<file path="config.mk">
export PLATFORM = sky130hd
export DESIGN_NAME = uie_core
export DESIGN_NICKNAME = d
export VERILOG_FILES = /design/src/core/uie_pkg.sv /design/src/core/uie_core.sv
export SDC_FILE = /design/constraint.sdc
export NUM_CORES = 1
export LEC_CHECK = 0
export BUFFER_PORTS_ARGS = -buffer_cell sky130_fd_sc_hd__buf_2
export CAP_MARGIN = 10
export CORE_ASPECT_RATIO = 0.8
export CORE_MARGIN = 3
export CORE_UTILIZATION = 43
export DETAILED_ROUTE_END_ITERATION = 7
export PLACE_DENSITY = 0.74
export SLEW_MARGIN = 5
export SYNTH_ARGS = -nofsm -noshare
export SYNTH_HDL_FRONTEND = slang
export SYNTH_SLANG_ARGS = --single-unit
</file>
<file path="constraint.sdc">
create_clock -name clk -period 1.2 [get_ports clk]
set_clock_uncertainty 0.1 [all_clocks]
set_input_delay 0.18 -clock clk [delete_from_list [all_inputs] [get_ports clk]]
set_output_delay 0.18 -clock clk [all_outputs]
set_load 0.1 [all_outputs]
</file>
<file path="src/core/uie_pkg.sv">
// constants for the serial port interrupt enable and event identification block
package uie_pkg;
  localparam logic [2:0] UIE_OFS_DATA = 3'h0;
  localparam logic [2:0] UIE_OFS_IER = 3'h1;
  localparam logic [2:0] UIE_OFS_EIR_FCR = 3'h2;
  localparam logic [2:0] UIE_OFS_LSR = 3'h5;
  localparam logic [2:0] UIE_OFS_MSR = 3'h6;
  localparam int UIE_IE_RX = 0;
  localparam int UIE_IE_TXLOW = 1;
  localparam int UIE_IE_LS = 2;
  localparam int UIE_IE_MS = 3;
  localparam int UIE_IE_TXEMP = 5;
  localparam logic [7:0] UIE_IER_RESET = 8'h00;
  localparam logic [7:0] UIE_IER_MASK_EXT = 8'h2f;
  localparam logic [7:0] UIE_IER_MASK_STD = 8'h0f;
  localparam int UIE_FCR_FIFO_EN = 0;
  localparam logic [7:0] UIE_FCR_RESET = 8'h00;
  localparam logic [3:0] UIE_CODE_NONE = 4'h1;
  localparam logic [3:0] UIE_CODE_LS = 4'h6;
  localparam logic [3:0] UIE_CODE_RXLVL = 4'h4;
  localparam logic [3:0] UIE_CODE_RXTO = 4'hc;
  localparam logic [3:0] UIE_CODE_TXLOW = 4'h2;
  localparam logic [3:0] UIE_CODE_MS = 4'h0;
  localparam logic [7:0] UIE_RD_RESET = 8'h00;
endpackage

</file>
<file path="src/core/uie_core.sv">
// interrupt enable, event identification and interrupt request logic of a serial port
// Behaviour
// - extended mode: enable bit 1 gates transmit low-level interrupt
// - line status interrupts only with enable bit 2, reset cleared
// - modem status interrupts only with enable bit 3, reset cleared
// - extended mode: enable bit 5 gates transmitter-and-fifo empty interrupt
// - identification read and fifo control write share one address
// - non-extended mode reports only highest of five priority levels
// - bit 0 reads 0 when pending, 1 when idle
// - bits 2,1 encode highest pending interrupt, default 00
// - bit 3 zero without fifos, set for highest-priority receive timeout
// - bits 7,6 mirror fifo enable in non-extended mode
// - code 0110 on receive errors, cleared by line status read
// - code 0100 on receive data level, clears when data drains
// - code 1100 on receive timeout, cleared by receive data read
// - code 0010 on transmit empty, cleared by identification read or data write
// - code 0000 on modem line change, cleared by modem status read
// - extended mode: separate pending flags regardless of enables
// - extended bit 0: receive data present or level or timeout
// - extended bit 1: transmit holder empty or fifo below threshold
// - extended bit 2: receive error or break reported
// - extended bit 3: any of four modem change bits set
// - extended bit 5: mirrors transmitter completely empty
`timescale 1ns/100ps
module uie_core (
  input wire logic clk,
  input wire logic reset,
  input wire logic [2:0] cpuAddr,
  input wire logic cpuRd,
  input wire logic cpuWr,
  input wire logic [7:0] cpuWrData,
  input wire logic extendedModeSelect,
  input wire logic rxDataReady,
  input wire logic rxTimeout,
  input wire logic txLowLevel,
  input wire logic txEmpty,
  input wire logic lineErrorEvent,
  input wire logic [3:0] msrDelta,
  output logic [7:0] rdData,
  output logic rdValid,
  output logic fifoCtrlWrite,
  output logic [7:0] fifoCtrlData,
  output logic fifoEnabled,
  output logic irq
);
  import uie_pkg::*;

  // priority encoder over enabled sources
  function automatic logic [3:0] prioCode(input logic ls, input logic rxTo, input logic rxLvl,
                                          input logic tx, input logic ms);
    if (ls) begin
      prioCode = UIE_CODE_LS;
    end else if (rxTo) begin
      prioCode = UIE_CODE_RXTO;
    end else if (rxLvl) begin
      prioCode = UIE_CODE_RXLVL;
    end else if (tx) begin
      prioCode = UIE_CODE_TXLOW;
    end else if (ms) begin
      prioCode = UIE_CODE_MS;
    end else begin
      prioCode = UIE_CODE_NONE;
    end
  endfunction

  logic [7:0] ierReg, ierNext;
  logic [7:0] fcrReg, fcrNext;
  logic lsPendReg, lsPendNext;
  logic txPendReg, txPendNext;
  logic txLowPrevReg, txLowPrevNext;
  logic [7:0] rdDataReg, rdDataNext;
  logic rdValidReg, rdValidNext;
  logic fcrWrReg, fcrWrNext;
  logic irqReg, irqNext;
  logic fifoOn, rxToEv, rxHighEv, msEv;
  logic enLs, enRxTo, enRxLvl, enTx, enMs, enTxEmp;
  logic [3:0] code;
  logic [7:0] eirStd, eirExt;
  logic rdEir, rdLsr, wrIer, wrFcr, wrData;

  always_comb begin
    fifoOn = fcrReg[UIE_FCR_FIFO_EN];
    rdEir = cpuRd && (cpuAddr == UIE_OFS_EIR_FCR);
    rdLsr = cpuRd && (cpuAddr == UIE_OFS_LSR);
    wrIer = cpuWr && (cpuAddr == UIE_OFS_IER);
    wrFcr = cpuWr && (cpuAddr == UIE_OFS_EIR_FCR);
    wrData = cpuWr && (cpuAddr == UIE_OFS_DATA);
    rxToEv = rxTimeout && fifoOn;
    rxHighEv = rxDataReady || rxToEv;
    msEv = |msrDelta;
    enLs = lsPendReg && ierReg[UIE_IE_LS];
    enRxTo = rxToEv && ierReg[UIE_IE_RX];
    enRxLvl = rxDataReady && ierReg[UIE_IE_RX];
    enTx = (extendedModeSelect ? txLowLevel : txPendReg) && ierReg[UIE_IE_TXLOW];
    enMs = msEv && ierReg[UIE_IE_MS];
    enTxEmp = extendedModeSelect && txEmpty && ierReg[UIE_IE_TXEMP];
    code = prioCode(enLs, enRxTo, enRxLvl, enTx, enMs);
    eirStd = {{2{fifoOn}}, 2'b00, code};
    eirExt = {2'b00, txEmpty, 1'b0, msEv, lsPendReg, txLowLevel, rxHighEv};
  end

  always_comb begin
    ierNext = ierReg;
    fcrNext = fcrReg;
    lsPendNext = lsPendReg;
    txPendNext = txPendReg;
    txLowPrevNext = txLowLevel;
    rdDataNext = rdDataReg;
    rdValidNext = 1'b0;
    fcrWrNext = wrFcr;
    if (wrIer) begin
      ierNext = cpuWrData & (extendedModeSelect ? UIE_IER_MASK_EXT : UIE_IER_MASK_STD);
    end else if (!extendedModeSelect) begin
      ierNext = ierReg & UIE_IER_MASK_STD;
    end
    if (wrFcr) begin
      fcrNext = cpuWrData;
    end
    if (lineErrorEvent) begin
      lsPendNext = 1'b1;
    end else if (rdLsr) begin
      lsPendNext = 1'b0;
    end
    if ((txLowLevel && !txLowPrevReg) ||
        (wrIer && cpuWrData[UIE_IE_TXLOW] && !ierReg[UIE_IE_TXLOW] && txLowLevel)) begin
      txPendNext = 1'b1;
    end else if (wrData || !txLowLevel) begin
      txPendNext = 1'b0;
    end else if (rdEir && !extendedModeSelect && code == UIE_CODE_TXLOW) begin
      txPendNext = 1'b0;
    end
    if (cpuRd && cpuAddr == UIE_OFS_IER) begin
      rdDataNext = ierReg;
      rdValidNext = 1'b1;
    end else if (rdEir) begin
      rdDataNext = extendedModeSelect ? eirExt : eirStd;
      rdValidNext = 1'b1;
    end
    irqNext = enLs || enRxTo || enRxLvl || enTx || enMs || enTxEmp;
  end

  always_ff @(posedge clk or posedge reset) begin
    if (reset) begin
      ierReg <= UIE_IER_RESET;
      fcrReg <= UIE_FCR_RESET;
      lsPendReg <= 1'b0;
      txPendReg <= 1'b0;
      txLowPrevReg <= 1'b0;
      rdDataReg <= UIE_RD_RESET;
      rdValidReg <= 1'b0;
      fcrWrReg <= 1'b0;
      irqReg <= 1'b0;
    end else begin
      ierReg <= ierNext;
      fcrReg <= fcrNext;
      lsPendReg <= lsPendNext;
      txPendReg <= txPendNext;
      txLowPrevReg <= txLowPrevNext;
      rdDataReg <= rdDataNext;
      rdValidReg <= rdValidNext;
      fcrWrReg <= fcrWrNext;
      irqReg <= irqNext;
    end
  end

  assign rdData = rdDataReg;
  assign rdValid = rdValidReg;
  assign fifoCtrlWrite = fcrWrReg;
  assign fifoCtrlData = fcrReg;
  assign fifoEnabled = fcrReg[UIE_FCR_FIFO_EN];
  assign irq = irqReg;
endmodule // uie_core

</file>
==> flow_metrics.py, run 1 <==
metrics = {
    "detailed_routing": {
        "route.detailed.drc": 0,
        "routed_wirelength_um": 3100,
        "avgViaCountPerCell": 5.14,
        "ant_nets": 0,
        "first_pass_iters": 4,
        "drt_iter0_markers": 22,
        "wl_per_cell_um": 15.6,
        "num_vias": 1018,
    },
    "clock_tree": {
        "cts.path.max_buffers": 2,
        "htreeDepth": 1,
        "tritoncts": "yes",
        "cts_buffers": 3,
        "clock_latency_ns": 0.32,
        "cts_root_buf": "clkbuf_4",
        "clkTransAtPathRegs_ns": 0.13,
        "cts_sinks": 25,
    },
    "sta": {
        "finalCritPeriodShare": 1.19,
        "final_max_slew_viol_count": 0,
        "grt_setup_unrepaired": "true",
        "setup_ws_ns": -0.228,
        "setup_tns_ns": -1.66,
        "hold_viol": 0,
        "finalSetupViolCount": 22,
        "fmax_mhz": 700,
        "layout_min_cycle_time_ns": 1.43,
    },
    "logic_synthesis": {
        "ys_seq_area_frac": 0.529,
        "synth.largest_area_cell": "dfrtp_1",
        "synthFlopType": "dfrtp_1",
        "syn_nets": 122,
        "yosys.cell_types.count": 36,
        "netlist_area_mm2": 0.00118,
        "synth_edf_count": 0,
        "synthArstFlopShare": 1.00,
        "synth_area_leaders": "dfrtp_1 53%, mux2_2 12%, nand2_1 2.5%",
        "synth-seq-cells": 25,
        "netlist.area_leader.share": 0.529,
        "synthCells": 97,
        "yosys_warnings": 0,
        "avgSynthCellArea_um2": 12.2,
    },
    "power": {
        "p_seq_frac": 0.331,
        "p_int_mw": 1.91,
        "total_power_mw": 3.53,
        "switching_share": 0.459,
        "peakVddDrop_mv": 1.15,
        "p_leak_nw": 0.909,
        "p_sw_mw": 1.62,
        "clkPwrFrac": 0.106,
        "power_density_mw_per_mm2": 1800,
        "combPwrFrac": 0.563,
    },
    "placed_design": {
        "place_hpwl_um": 2280,
        "place_area_mm2": 0.00182,
        "gp_congestion": 0.894,
        "port_buffers": 43,
        "dpl_worst_slack_ns": -0.205,
    },
    "global_route": {
        "grt_use_total": 0.200,
        "overflow": 0,
        "antenna_found_initial": 0,
        "grt_max_degree": 26,
        "first_global_vias": 1088,
        "grt_pass1_wl_um": 5150,
    },
    "cells_and_area": {
        "nets": 188,
        "stdcell_area_mm2": 0.00196,
        "n_antenna_cell": 0,
        "area.growth.synth_to_final_pct": 65.8,
        "drive_gt1_frac": 0.617,
    },
    "floorplan": {
        "start_util": 0.466,
        "die_w_um": 64.7,
        "fp-row-count": 16,
        "die_area_mm2": 0.00342,
        "core_area_mm2": 0.00254,
        "io_pins": 45,
        "die_h_um": 52.9,
    },
    "min_path": {
        "min_path_type": "input port to flop",
    },
    "setup_path": {
        "cp_max_fo": 3,
        "cp_cell_sequence": "a21o_1 -> a21boi_4 -> a31oi_1 -> o31a_1",
        "slowest_delay_ns": 0.50,
        "arrival_ns": 1.55,
        "worstSetupPathType": "flop to flop",
        "worstPathRequired_ns": 1.32,
        "endpoint_kind": "flop",
        "critical-path-slowest-cell": "dfrtp_4",
        "critPathLaunchType": "flop",
    },
    "flow_run": {
        "cap_viol_max_count": 0,
    },
    "outcome": {
        "status": "complete, but fails checks",
        "violations": "negative setup slack",
    },
}
-- worst paths after layout --
kind / from / to / slack (ns) / depth (start not counted)
setup reg to reg: fifoCtrlData[0] / txPendReg / -0.23 / 4
hold reg to reg: rdData[5] / rdData[5] / 0.45 / 2
max in group asynchronous: reset / rdData[6] / 0.37 / 4
hold / removal: cpuWrData[2] / fifoCtrlData[2] / 0.02 / 2
setup / recovery: fifoCtrlData[0] / txPendReg / -0.23 / 4
min in group asynchronous: reset / fifoCtrlData[3] / 0.37 / 4
-- cell usage after synthesis, types with 2 or more instances --
| cell type | count |
|---|---|
| dfrtp_1 | 25 |
| mux2_2 | 13 |
| nand2_1 | 8 |
| inv_1 | 5 |
| nand3_1 | 4 |
| a21o_1 | 3 |
| a31oi_1 | 3 |
| buf_4 | 3 |
| and4bb_2 | 2 |
| buf_2 | 2 |
| nand4_1 | 2 |
| nor2_1 | 2 |
| o31ai_1 | 2 |
-- power groups by stage --
stage	logic, mW	clock network, mW	registers (mW)
after floorplan	0.374	0	1.95
after global placement	1.89	0	1.18
after detailed placement	1.92	0	1.19
after CTS	2.00	0.388	1.17
after global routing	2.05	0.421	1.19
final	1.99	0.376	1.17
-- sequential cells by signal, summed over array words and instances (netlist names) --
register       count
txLowPrevReg       1
irq                1
ierReg             5
lsPendReg          1
rdData             6
txPendReg          1
fifoCtrlData       8
rdValid            1
fifoCtrlWrite      1
-- critical path, delay by kind of cell, from the launching register on --
family / cells / cell delay [ns]
AOI/OAI and AO/OA: 4 / 0.74
DFF: 1 / 0.50
-- cells by family after synthesis --
| group | Yosys count | synth area share |
|---|---|---|
| muxes | 14 | 0.132 |
| buffers and inverters | 12 | 0.0560 |
| other | 1 | 0.00317 |
| and+or+nand+nor | 27 | 0.153 |
| AOI/OAI and AO/OA | 18 | 0.127 |
| DFF | 25 | 0.529 |
-- final cells by class --
class                           instances  area (um^2)
Clock buffer                            3         22.5
Clock inverter                          1         5.00
Multi-Input combinational cell         60          509
Fill cell                             153          581
Sequential cell                        25          646
Inverter                                5         18.8
Timing Repair Buffer                   68          716
Tap cell                               36         45.0
-- cells in the final DEF, fill, tap and decap left out, drive strengths merged, types with 3 or more instances in the layout --
master	count
buf	60
dfrtp	25
mux2	13
nand2	8
dlygate4sd3	8
inv	5
nand3	4
a21o	3
a31oi	3
clkbuf	3
nor2	3
-- repair_timing --
action | in CTS | in global routing
setup endpoints to repair | 24 | 26
endpoints found under the hold margin | 35 | 0
pin swaps | 5 | 3
hold buffers | 8 | 0
setup buffers | 4 | 0
resized for setup | 5 | 1
-- metrics by stage --
| step | utilization | std cells | hold slack (ns) |
|---|---|---|---|
| global route | 0.772 | 198 | 0.00625 |
| floorplan | - | 97 | 0.107 |
| global placement | 0.715 | 183 | 0.135 |
| CTS | 0.775 | 199 | 0.00621 |
| finish | 0.772 | 198 | 0.0169 |
| detailed placement | 0.715 | 183 | 0.150 |
-- per-layer routing --
| metal | GRT usage | part of all wire | routed length [um] | vias up |
|---|---|---|---|---|
| met1 | 0.238 | 0.41 | 1270 | 492 |
| met3 | 0.0467 | 0.059 | 184 | 7 |
| met4 | 0.0702 | 0.020 | 61 | 0 |
| li1 | - | - | - | 476 |
| met2 | 0.358 | 0.51 | 1580 | 43 |
| met5 | 0 | 0 | 0 | - |
(Power assumes the default switching activity.)
==> inputs of run 2 (changes only) <==
--- a/config.mk
+++ b/config.mk
@@ -5,6 +5,7 @@
 export SDC_FILE = /design/constraint.sdc
 export NUM_CORES = 1
 export LEC_CHECK = 0
+export ABC_AREA = 1
 export BUFFER_PORTS_ARGS = -buffer_cell sky130_fd_sc_hd__buf_2
 export CAP_MARGIN = 10
 export CORE_ASPECT_RATIO = 0.8
==> flow_metrics.py, run 2 <==
metrics = {
    "logic_synthesis": {
        "yosys.cell_types.count": 24,
        "synthFlopType": "dfrtp_1",
        "synthCells": 148,
        "synth_area_leaders": "dfrtp_1 52%, nand2_1 18%, inv_1 4.3%",
        "netlist.area_leader.share": 0.515,
        "avgSynthCellArea_um2": 8.20,
        "yosys_warnings": 0,
        "synth.largest_area_cell": "dfrtp_1",
        "synth_common_cells": "59 x nand2_1, 25 x dfrtp_1, 14 x inv_1",
        "syn_nets": 173,
        "synthArstFlopShare": 1.00,
        "netlist_area_mm2": 0.00121,
        "synth-seq-cells": 25,
        "synth_edf_count": 0,
        "yosysMostFrequentCell": "nand2_1",
        "ys_seq_area_frac": 0.515,
    },
    "global_route": {
        "grt_use_total": 0.215,
        "antenna_found_initial": 0,
        "first_global_vias": 1284,
        "overflow": 0,
        "grt_pass1_wl_um": 5610,
        "grt_max_degree": 26,
    },
    "floorplan": {
        "die_w_um": 65.4,
        "io_pins": 45,
        "start_util": 0.474,
        "fp-row-count": 16,
        "die_h_um": 53.5,
        "core_area_mm2": 0.00256,
        "die_area_mm2": 0.00350,
    },
    "setup_path": {
        "slowest_delay_ns": 0.51,
        "critPathLaunchType": "flop",
        "critical-path-slowest-cell": "dfrtp_4",
        "worstPathRequired_ns": 0.92,
        "cp_top_family": "flip-flops",
        "cp_num_buf_inv": 2,
        "cp_cell_sequence": "buf_6 -> buf_12",
        "critPathLaunch": "fifoCtrlData[0]",
        "worstSetupPathType": "flop to output port",
        "r2r-start": "fifoCtrlData[0]",
        "arrival_ns": 1.15,
        "cp_max_fo": 3,
        "endpoint_kind": "output port",
    },
    "power": {
        "clkPwrFrac": 0.115,
        "total_power_mw": 3.35,
        "peakVddDrop_mv": 1.17,
        "p_seq_frac": 0.341,
        "p_int_mw": 1.79,
        "p_leak_nw": 1.03,
        "p_sw_mw": 1.56,
        "switching_share": 0.467,
        "power_density_mw_per_mm2": 1660,
        "combPwrFrac": 0.545,
    },
    "clock_tree": {
        "clock_latency_ns": 0.33,
        "clkTransAtPathRegs_ns": 0.14,
        "cts.path.max_buffers": 2,
        "cts_root_buf": "clkbuf_4",
        "tritoncts": "yes",
        "cts_sinks": 25,
        "htreeDepth": 1,
        "cts_buffers": 3,
    },
    "cells_and_area": {
        "final_cell_mix": "56 x nand2_1, 24 x buf_2, 19 x buf_12, 14 x inv_1, 13 x dfrtp_1",
        "largest_reg_flops": 8,
        "n_antenna_cell": 0,
        "final_core_util": 0.787,
        "drive_gt1_frac": 0.430,
        "n_fill_cell": 182,
        "nets": 240,
        "final_common_cell": "nand2_1",
        "area.growth.synth_to_final_pct": 66.1,
    },
    "placed_design": {
        "place_hpwl_um": 2470,
        "port_buffers": 43,
        "dpl_worst_slack_ns": -0.0459,
        "gp_congestion": 0.863,
    },
    "detailed_routing": {
        "routed_wirelength_um": 3440,
        "ant_nets": 0,
        "route.detailed.drc": 0,
        "drt_iter0_markers": 48,
        "wl_per_cell_um": 13.8,
        "num_vias": 1242,
        "first_pass_iters": 4,
        "avgViaCountPerCell": 4.97,
    },
    "outcome": {
        "status": "complete, but fails checks",
        "violations": "negative setup slack",
    },
    "sta": {
        "finalCritPeriodShare": 1.19,
        "finalSetupViolCount": 25,
        "fmax_mhz": 699,
        "grt_setup_unrepaired": "true",
        "setup_ws_ns": -0.231,
        "hold_viol": 0,
        "layout_min_cycle_time_ns": 1.43,
        "final_max_slew_viol_count": 0,
    },
    "min_path": {
        "min_path_type": "input port to flop",
        "hp-start": "txLowLevel",
    },
    "flow_run": {
        "cap_viol_max_count": 0,
    },
}
## run 2: changes by cell type after synthesis, moves of 2 or more
cell      before  now
a21o_1         3    0
a21oi_1        0    3
and4bb_2       2    0
buf_2          2    0
inv_1          5   14
inv_2          0    3
mux2_2        13    0
nand2_1        8   59
nand2_2        0    4
nor2_1         2    6
o21ai_0        1    8
o21ai_2        0    3
o21bai_1       0    2
o31ai_1        2    0
## run 2: what timing repair did
| action | CTS | global route |
|---|---|---|
| resized for setup | 3 | 5 |
| pin swaps | 3 | 4 |
| setup endpoints to repair | 23 | 25 |
| hold buffers | 11 | 0 |
| hold endpoints to repair | 36 | 0 |
| buffers inserted | 4 | 2 |
## run 2: layout make-up
| cell class | count | area [um^2] | share of cell area |
|---|---|---|---|
| clock inverters | 1 | 5.00 | 0.00248 |
| well taps | 36 | 45.0 | 0.0223 |
| clock buffers | 3 | 22.5 | 0.0112 |
| multi-input cells | 101 | 518 | 0.257 |
| inverters | 17 | 63.8 | 0.0317 |
| repair buffers | 67 | 716 | 0.355 |
| flip-flops and latches | 25 | 646 | 0.320 |
## run 2: routing by layer
metal / part of all wire / vias to the layer above / track usage / routed length (um)
met5: 0 / - / 0 / 0
met4: 0.025 / 0 / 0.0897 / 86
met2: 0.54 / 55 / 0.429 / 1860
met1: 0.37 / 584 / 0.221 / 1290
li1: - / 593 / - / -
met3: 0.063 / 10 / 0.0446 / 216
## run 2: worst paths after layout
check	endpoint	slack, ns	cells after the start
max	fifoCtrlData[0]	-0.23	2
min	txPendReg	0.02	3
max reg2reg	txPendReg	-0.20	9
min reg2reg	fifoCtrlData[4]	0.44	2
max in group asynchronous	fifoCtrlData[2]	0.41	4
min in group asynchronous	fifoCtrlData[6]	0.32	4
## run 2: per-stage QoR
stage          std cells  hold slack [ns]  area [um^2]  setup TNS (ns)
2_1_floorplan        148            0.107         1240          -0.654
3_3_place_gp         229            0.139         1800               0
3_5_place_dp         229            0.148         1800          -0.126
4_1_cts              248          0.00861         1980           -2.10
5_1_grt              250           0.0296         2020           -2.68
6_report             250           0.0223         2020           -1.86
## run 2: kinds of logic (layout without fill, tap and decap cells)
group / count (synthesis) / count (layout) / synth area share
buffers and inverters: 22 / 88 / 0.0845
other: 1 / 1 / 0.00309
and+or+nand+nor: 79 / 79 / 0.289
DFF: 25 / 25 / 0.515
AOI/OAI and AO/OA: 21 / 21 / 0.108
## run 2: worst min-delay path, cell delays in order
cell and delay (ns):
buf_2 0.13, nand2_1 0.06, nand2_1 0.05
## run 2: power by group through the flow
| stage | Combinational (mW) | Clock, mW | Sequential, mW |
|---|---|---|---|
| 6_report | 1.82 | 0.384 | 1.14 |
| 2_1_floorplan | 0.340 | 0 | 1.85 |
| 3_3_place_gp | 1.68 | 0 | 1.15 |
| 5_1_grt | 1.89 | 0.423 | 1.16 |
| 4_1_cts | 1.79 | 0.395 | 1.14 |
| 3_5_place_dp | 1.71 | 0 | 1.15 |
